## config.mk

```make
export PLATFORM = sky130hd
export DESIGN_NAME = cap_sense_ctrl
export DESIGN_NICKNAME = d
export VERILOG_FILES = /design/src/verilog/cap_sense_pkg.sv /design/src/verilog/sense_edge_if.sv /design/src/verilog/sense_sync.sv /design/src/verilog/cap_sense_ctrl.sv
export SDC_FILE = /design/constraint.sdc
export NUM_CORES = 1
export LEC_CHECK = 0
export BUFFER_PORTS_ARGS = -buffer_cell sky130_fd_sc_hd__buf_2
export CORE_ASPECT_RATIO = 1.2
export CORE_MARGIN = 5
export CORE_UTILIZATION = 50
export DETAILED_ROUTE_END_ITERATION = 6
export PLACE_DENSITY = 0.79
export REMOVE_ABC_BUFFERS = 1
export SETUP_SLACK_MARGIN = 0.5
export SLEW_MARGIN = 20
export SYNTH_ARGS = -nofsm -noshare
export SYNTH_HDL_FRONTEND = slang
export SYNTH_SLANG_ARGS = --single-unit
```

## constraint.sdc

```tcl
create_clock -name mclk_i -period 5.2 [get_ports mclk_i]
set_input_delay 1.04 -clock mclk_i [delete_from_list [all_inputs] [get_ports mclk_i]]
set_output_delay 1.04 -clock mclk_i [all_outputs]
set_load 0.01 [all_outputs]
```

## src/verilog/cap_sense_pkg.sv

```systemverilog
// Constants and types shared by the capacitive sense oscillator control logic
// Overview of operation
// [RULE1] Reference mode 1 picks converter/fixed-reference thresholds; 0 picks ground and supply.
// [RULE2] Fixed mode: range 00 off, 01 low, 10 medium, 11 high current.
// [RULE3] Variable mode: range 00 is noise detection with the pin current source off.
// [RULE4] In noise detection, pin activity toggles the comparator output.
// [RULE5] A read-only status bit follows the source or sink phase.
// [RULE6] The oscillator clocks one of two timers; software selects which. The code clocks both at once when both are selected.
// [RULE7] Software sets the external clock select and clears the timer A source.
// [RULE8] Timer B source field 11 clocks timer B from the sense oscillator.
// [RULE9] Timer B is off with on at 0, free with gate off, gated otherwise.
// [RULE10] Software takes the time base from a timer other than the counting one.
// [RULE11] Timer A overflow toggling the timer B gate is the preferred time base.
// [RULE12] Software clears the counter at base start and reads it at base end.
// [RULE13] The enable bit connects the selected channel 0 to 15; otherwise none.
// [RULE14] The status bit is 1 while sourcing and 0 while sinking.
// [RULE15] The oscillator is synchronised before it advances any count.
`default_nettype none
package cap_sense_pkg;
  localparam int CHAN_W = 4;
  localparam int CHAN_N = 16;
  localparam int TA_W = 8;
  localparam int TB_W = 16;
  localparam int RANGE_W = 2;
  localparam int TB_SRC_W = 2;
  localparam logic [1:0] RANGE_OFF = 2'h0;
  localparam logic [1:0] RANGE_LOW = 2'h1;
  localparam logic [1:0] RANGE_MED = 2'h2;
  localparam logic [1:0] RANGE_HIGH = 2'h3;
  localparam logic [1:0] TB_SRC_SENSE = 2'h3;
  typedef enum logic [3:0] {
    CUR_OFF = 4'h1,
    CUR_LOW = 4'h2,
    CUR_MED = 4'h4,
    CUR_HIGH = 4'h8
  } current_e;
endpackage : cap_sense_pkg
`default_nettype wire

```

## src/verilog/sense_edge_if.sv

```systemverilog
// Interface carrying the synchronised oscillator edge between modules
`timescale 1ns/10ps
`default_nettype none
interface sense_edge_if;
  logic level;
  logic rise;
  modport src (output level, output rise);
  modport dst (input level, input rise);
endinterface : sense_edge_if
`default_nettype wire

```

## src/verilog/sense_sync.sv

```systemverilog
// Two-stage synchroniser and rising-edge detector for the sense oscillator
`timescale 1ns/10ps
`default_nettype none
module sense_sync (
  input wire logic mclk_i,
  input wire logic resetn_i,
  input wire logic osc_i,
  sense_edge_if.src edge_o
);
  // ***************************************************
  // Synchroniser
  // ***************************************************
  // First stage feeds only the second; edge detect works on stages two and three
  logic meta;
  logic sync;
  logic prev;
  logic next_meta;
  logic next_sync;
  logic next_prev;
  always_comb begin
    next_meta = osc_i;
    next_sync = meta;
    next_prev = sync;
  end
  always_ff @(posedge mclk_i or negedge resetn_i) begin
    if (!resetn_i) begin
      meta <= 1'b0;
      sync <= 1'b0;
      prev <= 1'b0;
    end else begin
      meta <= next_meta; // [RULE15]
      sync <= next_sync; // [RULE15]
      prev <= next_prev;
    end
  end
  assign edge_o.level = sync;
  assign edge_o.rise = sync & ~prev; // [RULE15]
endmodule : sense_sync
`default_nettype wire

```

## src/verilog/cap_sense_ctrl.sv

```systemverilog
// Capacitive sense oscillator control, channel mux and timer clock routing
`timescale 1ns/10ps
`default_nettype none
module cap_sense_ctrl #(
  parameter int CHANNELS = cap_sense_pkg::CHAN_N
) (
  input wire logic mclk_i,
  input wire logic resetn_i,
  input wire logic sense_module_enable_i,
  input wire logic reference_mode_sel_i,
  input wire logic [1:0] current_range_sel_i,
  input wire logic [3:0] sense_channel_sel_i,
  input wire logic timer_a_ext_clock_sel_i,
  input wire logic timer_a_clock_source_i,
  input wire logic [1:0] timer_b_clock_source_i,
  input wire logic timer_b_on_i,
  input wire logic timer_b_gate_enable_i,
  input wire logic timer_b_gate_i,
  input wire logic timer_a_clear_i,
  input wire logic timer_b_clear_i,
  input wire logic comparator_i,
  output logic osc_source_sink_flag_o,
  output logic variable_ref_o,
  output logic [3:0] current_sel_o,
  output logic pin_source_en_o,
  output logic [CHANNELS-1:0] channel_connect_o,
  output logic timer_a_inc_o,
  output logic timer_b_inc_o,
  output logic [7:0] timer_a_count_o,
  output logic [15:0] timer_b_count_o
);
  // Channel code is four bits wide, so more than sixteen lines cannot be addressed
  if (CHANNELS < 1 || CHANNELS > cap_sense_pkg::CHAN_N) begin : g_bad_channels
    $error("CHANNELS must be 1 to 16");
  end

  // ***************************************************
  // Decode helpers
  // ***************************************************
  function automatic cap_sense_pkg::current_e range_decode(input logic [1:0] rng);
    case (rng)
      cap_sense_pkg::RANGE_LOW: range_decode = cap_sense_pkg::CUR_LOW;
      cap_sense_pkg::RANGE_MED: range_decode = cap_sense_pkg::CUR_MED;
      cap_sense_pkg::RANGE_HIGH: range_decode = cap_sense_pkg::CUR_HIGH;
      default: range_decode = cap_sense_pkg::CUR_OFF;
    endcase
  endfunction : range_decode

  // ***************************************************
  // Oscillator synchronisation
  // ***************************************************
  // Comparator output is asynchronous to mclk; it is only counted once synchronised
  sense_edge_if osc_edge ();
  sense_sync u_sync (
    .mclk_i(mclk_i),
    .resetn_i(resetn_i),
    .osc_i(comparator_i),
    .edge_o(osc_edge)
  );

  // ***************************************************
  // Oscillator configuration
  // ***************************************************
  logic noise_mode;
  logic osc_run;
  logic a_sel;
  logic b_sel;
  logic b_run;
  logic next_flag;
  logic next_varref;
  logic [3:0] next_cur;
  logic next_src_en;
  logic [CHANNELS-1:0] next_conn;
  logic next_a_inc;
  logic next_b_inc;
  logic [7:0] next_a_cnt;
  logic [15:0] next_b_cnt;

  always_comb begin
    noise_mode = reference_mode_sel_i && current_range_sel_i == cap_sense_pkg::RANGE_OFF; // [RULE3]
    // Fixed mode with range 00 stops the oscillator entirely
    osc_run = sense_module_enable_i &&
      (reference_mode_sel_i || current_range_sel_i != cap_sense_pkg::RANGE_OFF); // [RULE2]
    next_varref = reference_mode_sel_i; // [RULE1]
    next_cur = sense_module_enable_i ? range_decode(current_range_sel_i)
                                     : cap_sense_pkg::CUR_OFF; // [RULE2] [RULE3]
    // Noise mode keeps the sink path and comparator but drops the pin source
    next_src_en = osc_run && !noise_mode; // [RULE3]
    // Status follows comparator phase, also when noise drives the pin
    next_flag = osc_run ? osc_edge.level : 1'b0; // [RULE5] [RULE14] [RULE4]
    // Timer A takes the oscillator with external select set and its own source bit clear
    a_sel = timer_a_ext_clock_sel_i && !timer_a_clock_source_i; // [RULE6] [RULE7]
    b_sel = timer_b_clock_source_i == cap_sense_pkg::TB_SRC_SENSE; // [RULE8]
    b_run = timer_b_on_i && (!timer_b_gate_enable_i || timer_b_gate_i); // [RULE9]
    next_a_inc = osc_run && a_sel && osc_edge.rise; // [RULE6] [RULE15]
    next_b_inc = osc_run && b_sel && b_run && osc_edge.rise; // [RULE8] [RULE9]
    next_a_cnt = timer_a_clear_i ? 8'h00 : timer_a_count_o + {7'h00, next_a_inc}; // [RULE12]
    next_b_cnt = timer_b_clear_i ? 16'h0000 : timer_b_count_o + {15'h0000, next_b_inc};
  end

  // ***************************************************
  // Channel mux
  // ***************************************************
  genvar ch;
  generate
    for (ch = 0; ch < CHANNELS; ch++) begin : g_conn
      assign next_conn[ch] = sense_module_enable_i &&
        sense_channel_sel_i == 4'(ch); // [RULE13]
    end
  endgenerate

  always_ff @(posedge mclk_i or negedge resetn_i) begin
    if (!resetn_i) begin
      osc_source_sink_flag_o <= 1'b0;
      variable_ref_o <= 1'b0;
      current_sel_o <= cap_sense_pkg::CUR_OFF;
      pin_source_en_o <= 1'b0;
      channel_connect_o <= '0;
      timer_a_inc_o <= 1'b0;
      timer_b_inc_o <= 1'b0;
      timer_a_count_o <= 8'h00;
      timer_b_count_o <= 16'h0000;
    end else begin
      osc_source_sink_flag_o <= next_flag;
      variable_ref_o <= next_varref;
      current_sel_o <= next_cur;
      pin_source_en_o <= next_src_en;
      channel_connect_o <= next_conn;
      timer_a_inc_o <= next_a_inc;
      timer_b_inc_o <= next_b_inc;
      timer_a_count_o <= next_a_cnt;
      timer_b_count_o <= next_b_cnt;
    end
  end

  // ***************************************************
  // Assertions
  // ***************************************************
  property p_varref;
    @(posedge mclk_i) disable iff (!resetn_i)
      1'b1 |=> variable_ref_o == $past(reference_mode_sel_i);
  endproperty
  a_varref: assert property (p_varref) else $error("reference mode not followed"); // [RULE1]

  property p_fixed_off;
    @(posedge mclk_i) disable iff (!resetn_i)
      !reference_mode_sel_i && current_range_sel_i == cap_sense_pkg::RANGE_OFF |=>
        current_sel_o == cap_sense_pkg::CUR_OFF && !pin_source_en_o && !osc_source_sink_flag_o;
  endproperty
  a_fixed_off: assert property (p_fixed_off) else $error("fixed 00 not off"); // [RULE2]

  property p_high;
    @(posedge mclk_i) disable iff (!resetn_i)
      sense_module_enable_i && current_range_sel_i == cap_sense_pkg::RANGE_HIGH |=>
        current_sel_o == cap_sense_pkg::CUR_HIGH;
  endproperty
  a_high: assert property (p_high) else $error("range 11 not high"); // [RULE2]

  property p_noise;
    @(posedge mclk_i) disable iff (!resetn_i)
      sense_module_enable_i && reference_mode_sel_i &&
        current_range_sel_i == cap_sense_pkg::RANGE_OFF |=>
        !pin_source_en_o;
  endproperty
  a_noise: assert property (p_noise) else $error("noise mode left source on"); // [RULE3]

  property p_status;
    @(posedge mclk_i) disable iff (!resetn_i)
      $rose(comparator_i) && osc_run ##1 osc_run [*2] |=> osc_source_sink_flag_o;
  endproperty
  a_status: assert property (p_status) else $error("status not following phase"); // [RULE14]

  property p_b_gate;
    @(posedge mclk_i) disable iff (!resetn_i)
      !timer_b_on_i || (timer_b_gate_enable_i && !timer_b_gate_i) |=> !timer_b_inc_o;
  endproperty
  a_b_gate: assert property (p_b_gate) else $error("timer b counted while stopped"); // [RULE9]

  property p_b_src;
    @(posedge mclk_i) disable iff (!resetn_i)
      timer_b_clock_source_i != cap_sense_pkg::TB_SRC_SENSE |=> !timer_b_inc_o;
  endproperty
  a_b_src: assert property (p_b_src) else $error("timer b counted without sense source"); // [RULE8]

  property p_a_sel;
    @(posedge mclk_i) disable iff (!resetn_i)
      !(timer_a_ext_clock_sel_i && !timer_a_clock_source_i) |=> !timer_a_inc_o;
  endproperty
  a_a_sel: assert property (p_a_sel) else $error("timer a counted unselected"); // [RULE6]

  property p_chan;
    @(posedge mclk_i) disable iff (!resetn_i)
      !sense_module_enable_i |=> channel_connect_o == '0;
  endproperty
  a_chan: assert property (p_chan) else $error("channel connected while disabled"); // [RULE13]

  property p_single_edge;
    @(posedge mclk_i) disable iff (!resetn_i)
      timer_a_inc_o |=> !timer_a_inc_o;
  endproperty
  a_single_edge: assert property (p_single_edge) else $error("edge counted twice"); // [RULE15]

  property p_flag_idle;
    @(posedge mclk_i) disable iff (!resetn_i)
      !osc_run |=> !osc_source_sink_flag_o;
  endproperty
  a_flag_idle: assert property (p_flag_idle) else $error("status set while off"); // [RULE5]

  property p_source_on;
    @(posedge mclk_i) disable iff (!resetn_i)
      sense_module_enable_i && current_range_sel_i != cap_sense_pkg::RANGE_OFF |=>
        pin_source_en_o;
  endproperty
  a_source_on: assert property (p_source_on) else $error("pin source missing"); // [RULE2]

  // Count checked against its own past value, so a dropped or doubled pulse shows
  property p_a_count;
    @(posedge mclk_i) disable iff (!resetn_i)
      !timer_a_clear_i |=> timer_a_count_o == $past(timer_a_count_o) + 8'(timer_a_inc_o);
  endproperty
  a_a_count: assert property (p_a_count) else $error("timer a count wrong"); // [RULE6] [RULE15]

  property p_b_count;
    @(posedge mclk_i) disable iff (!resetn_i)
      !timer_b_clear_i |=> timer_b_count_o == $past(timer_b_count_o) + 16'(timer_b_inc_o);
  endproperty
  a_b_count: assert property (p_b_count) else $error("timer b count wrong"); // [RULE8] [RULE9]

  property p_a_clear;
    @(posedge mclk_i) disable iff (!resetn_i)
      timer_a_clear_i |=> timer_a_count_o == 8'h00;
  endproperty
  a_a_clear: assert property (p_a_clear) else $error("timer a not cleared"); // [RULE12]
endmodule : cap_sense_ctrl
`default_nettype wire

```

## Yosys cells after proc, flatten, opt, wreduce, memory -nomap -nowiden

Cells that the tools add are included.

| storage, ports and cells | value |
|---|---|
| flip-flop bits (word level) | 52 |
| output and inout port bits | 49 |
| logic and storage cells | 74 |

| operators by class | value |
|---|---|
| add/sub/neg operators | 2 |
| eq/ne operators | 19 |
| mux-type cells | 5 |
| bitwise gates (word level) | 2 |
| reduce and logical (&&, ||, !) cells | 34 |

Operator list:

| kind | count |
|---|---|
| == test 4 bit, second input constant | 8 |
| logical AND 1 bit | 26 |
| adder 16 x 1 -> 16 bit | 1 |
| == test 4 x 3 -> 1 bit, second input constant | 4 |
| 2-to-1 mux 16 bit | 1 |
| one-hot mux 4 bit (3 select lines) | 1 |
| adder 8 x 1 -> 8 bit | 1 |
| == test 4 x 2 -> 1 bit, second input constant | 2 |
| 2-to-1 mux 8 bit | 1 |
| == test 2 bit, second input constant | 3 |
| == test 4 x 1 -> 1 bit, second input constant | 1 |
| logical NOT 4 bit | 1 |
| 2-to-1 mux 4 bit | 1 |
| logical NOT 1 bit | 3 |
| == test 2 x 1 -> 1 bit, second input constant | 1 |
| logical NOT 2 bit | 1 |
| logical OR 1 bit | 2 |
| nonzero test 2 bit | 1 |
| bitwise AND 1 bit | 1 |
| 2-to-1 mux 1 bit | 1 |
| NOT 1 bit | 1 |

## Longest topological paths before layout

| depth | value |
|---|---|
| depth in word-level cells | 8 |
| depth in mapped cells | 8 |
| depth with buffers taken out | 7 |

## Hierarchy

A second synthesis with hierarchy kept.

| second synthesis, totals | value |
|---|---|
| cell total of the unflattened synthesis | 173 |
| area, all modules | 2062.0 µm² |

By module, submodules not included:

| module | times used | cells each | area an instance (µm²) |
|---|---|---|---|
| cap_sense_ctrl | 1 | 169 | 1973.1 |
| sense_sync | 1 | 4 | 88.8 |

## Worst setup path after synthesis

Ideal clock, no wire load.

| path | value |
|---|---|
| path kind | input-to-reg |
| start point | input port sense_module_enable_i |
| end point | register timer_b_count_o[15] |
| library setup time | 0.125 ns |
| arrival time | 3.131 ns |
| required time | 5.075 ns |
| path slack | 1.944 ns |
| stages on the path | 7 |
| path buffers | 1 |
| path through | clkbuf_2 o311ai_0 a2111oi_0 ha_1 nand4_1 nor4_1 mux2_2 |

| between the ends | value |
|---|---|
| cells in the longest elaborated chain, start to end | 6 |

RTL lines:

| what | line | RTL |
|---|---|---|
| start: declaration | cap_sense_ctrl.sv:9 | `input wire logic sense_module_enable_i,` |
| logical AND 1 bit | cap_sense_ctrl.sv:82 | `osc_run = sense_module_enable_i &&` |
| logical AND 1 bit (3 in series) | cap_sense_ctrl.sv:96 | `next_b_inc = osc_run && b_sel && b_run && osc_edge.rise;` |
| named net next_b_inc | cap_sense_ctrl.sv:75 | `logic next_b_inc;` |
| adder 16 x 1 -> 16 bit | cap_sense_ctrl.sv:98 | `next_b_cnt = timer_b_clear_i ? 16'h0000 : timer_b_count_o + {15'h0000, next_b_inc};` |
| 2-to-1 mux 16 bit | cap_sense_ctrl.sv:98 |  |
| named net next_b_cnt[15] | cap_sense_ctrl.sv:77 | `logic [15:0] next_b_cnt;` |
| end signal: assignment | cap_sense_ctrl.sv:132 | `timer_b_count_o <= next_b_cnt;` |
| end: declaration | cap_sense_ctrl.sv:30 | `output logic [15:0] timer_b_count_o` |

The timed path passes the listed nets, and every way through them passes these cells.

## Final worst setup path

| path | value |
|---|---|
| start point | input port sense_module_enable_i |
| end point | register timer_b_count_o[14] |

The elaborated chain is that of the path after synthesis.

==> impl_metrics.csv <==
group,metric,value,unit
yosys,synth_largest_type_area_fraction,62.0,%
power_and_ir_drop,ir_worst_vdd,233,µV
sta,hold_viol_final,0,
grt,grt_pass1_wl,7.14,mm
setup_path,path_class,"in2reg",
yosys,ys_top_cells_by_area,"sky130_fd_sc_hd__dfrtp_1 62%, sky130_fd_sc_hd__nor2_1 4.4%, sky130_fd_sc_hd__a21oi_1 2.4%, sky130_fd_sc_hd__ha_1 2.4%, sky130_fd_sc_hd__nand3_1 2.2%",
grt,grt_antenna_before_repair,0,
cts,ctsHoldBuffers,0,
die,floorplan.die.height,80.3,µm
drt,drc_errors,0,
power_and_ir_drop,switching_share,19.5,%
sta,max_slew.worst_pin.slew,0.804,ns
setup_path,crit_required,5.39,ns
setup_path,cp_slowest_cell,"sky130_fd_sc_hd__a2111oi_0",
grt,vias_in_the_first_global_route,1585,
sta,final.setup_skew,0.00438,ns
setup_path,cp-start-kind,"primary input",
yosys,synth_flop_cell,"sky130_fd_sc_hd__dfrtp_1",
drt,drt_pass1_iterations,4,
yosys,synth-edff-count,0,
final_layout,finish.net_count,276,
power_and_ir_drop,clkPwrFrac,41.1,%
drt,via_count,1568,
sta,unrepaired_setup_endpoints_after_global_routing,"false",
setup_path,stage_delay_of_the_slowest_cell_on_the_critical_path,0.78,ns
cts,numClockSinks,52,
yosys,synth.yosys.seq_area_share,63.2,%
cts,cts-htree-levels,2,
placed_design,dp.final_hpwl,3.15,mm
die,placement_rows,25,
power_and_ir_drop,power.leakage,1.34,nW
cts,clock_insertion_delay_worst_skew,0.29,ns
die,die-area,5510,µm²
drt,detailedRoute.firstIterationViolations,75,
setup_path,timing.critical_path.cells,"buf_2 > o311ai_0 > a2111oi_0 > ha_1 > nand4_1 > nor4_1 > mux2_2",
power_and_ir_drop,pwr-share-comb,5.0,%
yosys,synth-seq-cells,52,
yosys,total_standard_cell_area_after_synthesis,2060,µm²
yosys,fraction_of_registers_with_async_set_reset,100,%
yosys,synth_most_common_cell,"sky130_fd_sc_hd__dfrtp_1",
grt,total_global_routing_overflow,0,
drt,drt-total-wl,4.27,mm
sta,fin_tns_setup,0,ns
drt,post_drt_wl_per_cell,13.9,µm
cts,clk_root_buffer_cell,"sky130_fd_sc_hd__clkbuf_8",
sta,clock.fmax,291,MHz
yosys,synth.largest_area_cell,"sky130_fd_sc_hd__dfrtp_1",
sta,post-route-period-util,66.2,%
cts,cts.path.max_buffers,2,
cts,clk_transition_reported_paths,0.09,ns
final_layout,layout-drive-gt1-share,33.6,%
drt,vias_per_std_cell,5.11,
die,floorplan.die.width,68.6,µm
yosys,most_frequent_cells_after_synthesis,"51 x sky130_fd_sc_hd__dfrtp_1, 24 x sky130_fd_sc_hd__nor2_1, 10 x sky130_fd_sc_hd__a21oi_1",
final_layout,areaGrowthSynthToFinish,25.8,%
grt,largest_net_degree_at_the_start_of_global_routing,53,
sta,final_critical_period,3.44,ns
yosys,post_synth_num_cell_types,33,
setup_path,worstPathArrival,3.63,ns
cts,tritoncts,"yes",
sta,finalSetupViolations,0,
job,maxCapViolCount,0,
cts,tritoncts.num_buffers,5,
drt,ant_nets,0,
power_and_ir_drop,total_switching_power,0.000149,W
power_and_ir_drop,power.sequential.fraction,53.9,%
cts,postCtsResizedCells,0,
sta,report.final.slew_viol_count,0,
placed_design,place.gp.congestion,0.735,
status,status,"finished, final reports clean",
placed_design,port_buffers,68,
power_and_ir_drop,pwr_density_cell,295,nW/µm²
power_and_ir_drop,power.internal,0.000616,W
yosys,yosys_warnings,0,
die,floorplan.io_pins,69,
sta,timing.max_slew.rel_slack,45.0,%
cts,cts.repair_timing.setup_buffer_count,0,
setup_path,endpoint_kind,"flip-flop",
final_layout,insertedDiodeCount,0,
power_and_ir_drop,totalPowerFinal,0.000764,W
hold_path,hold_path_class,"reg2reg",
die,initial_core_util,51.8,%
yosys,postSynthCellCount,180,
setup_path,crit_fanout,11,
grt,grt.total_usage,17.5,%
die,core,3970,µm²
yosys,synth.avg_cell_area,11.4,µm²
routing by layer:
| layer | global-route usage [%] | part of all wire [%] |
|---|---|---|
| met1 | 19.7 | 39 |
| met4 | 5.57 | 0.47 |
| met5 | 0 | 0 |
| met3 | 6.99 | 8.5 |
| met2 | 29.5 | 51 |
layout by cell type (no fill, tap or decap), types with 5 or more instances in the layout:
master	synthesis	final
sky130_fd_sc_hd__inv_1	7	7
sky130_fd_sc_hd__clkbuf_8	0	5
sky130_fd_sc_hd__dfrtp_1	51	51
sky130_fd_sc_hd__nand4_1	5	5
sky130_fd_sc_hd__buf_2	1	68
sky130_fd_sc_hd__nand2_1	7	7
sky130_fd_sc_hd__o21ai_0	6	6
sky130_fd_sc_hd__nand3_1	9	9
sky130_fd_sc_hd__nor2_1	24	24
sky130_fd_sc_hd__a21oi_1	10	10
sky130_fd_sc_hd__nor2b_1	7	7
registers in the layout, indices dropped and copies added, names as in the netlist, 4 cells and up:
register,count
timer_b_count_o,16
timer_a_count_o,8
current_sel_o,4
channel_connect_o,16
worst paths after layout:
kind,startpoint,end,slack (ns),cells past startpoint
setup / recovery,sense_module_enable_i,timer_b_count_o[14],1.76,7
hold / removal,u_sync.meta,u_sync.edge_o.level,0.36,0
setup reg to reg,u_sync.edge_o.level,timer_b_count_o[14],2.32,6
hold reg to reg,u_sync.meta,u_sync.edge_o.level,0.36,0
max in group asynchronous,resetn_i,current_sel_o[3],3.94,2
min in group asynchronous,resetn_i,timer_a_count_o[5],0.85,2
kinds of logic (layout without fill, tap and decap cells):
group / count (synthesis) / in the layout / synth area share (%)
buffers and inverters: 11 / 84 / 2.13
DFF: 52 / 52 / 63.2
muxes: 4 / 4 / 2.19
and+or+nand+nor: 79 / 79 / 20.5
xor gates and xnor gates: 7 / 7 / 2.98
adders and majority gates: 4 / 4 / 2.43
AOI/OAI and AO/OA: 23 / 23 / 6.56
layout make-up:
cell class                 instances  area, µm²
fill                             337       1380
multi-input combinational        117        713
timing repair buffer              69        348
tap                               54       67.6
clock buffer                       6       72.6
inverter                           7       26.3
sequential                        52       1300
clock inverter                     2       60.1
per-stage QoR:
stage / setup slack (ns) / instance area [µm²] / hold slack, ns / util [%] / cells
after global placement: 1.58 / 2460 / 0.334 / 61.9 / 299
after floorplan: 2.04 / 2040 / 0.331 / - / 176
final: 1.76 / 2590 / 0.355 / 65.2 / 307
after detailed placement: 1.40 / 2460 / 0.342 / 61.9 / 299
after global routing: 1.35 / 2590 / 0.375 / 65.2 / 307
after CTS: 1.71 / 2590 / 0.360 / 65.2 / 307
worst max-delay path, delay by kind of cell:
family	cells	cell delay, ns
buffers and inverters	1	0.15
muxes	1	0.37
and+or+nand+nor	2	0.76
adders and majority gates	1	0.30
AOI/OAI and AO/OA	2	1.00
power by group through the flow:
stage           logic (W)  registers [W]  clock network [W]
3_3_place_gp    0.0000381       0.000420                  0
5_1_grt         0.0000436       0.000413           0.000344
2_1_floorplan  0.00000762       0.000423                  0
4_1_cts         0.0000392       0.000412           0.000324
3_5_place_dp    0.0000391       0.000420                  0
6_report        0.0000381       0.000412           0.000314
Power figures use the tool's default switching activity.
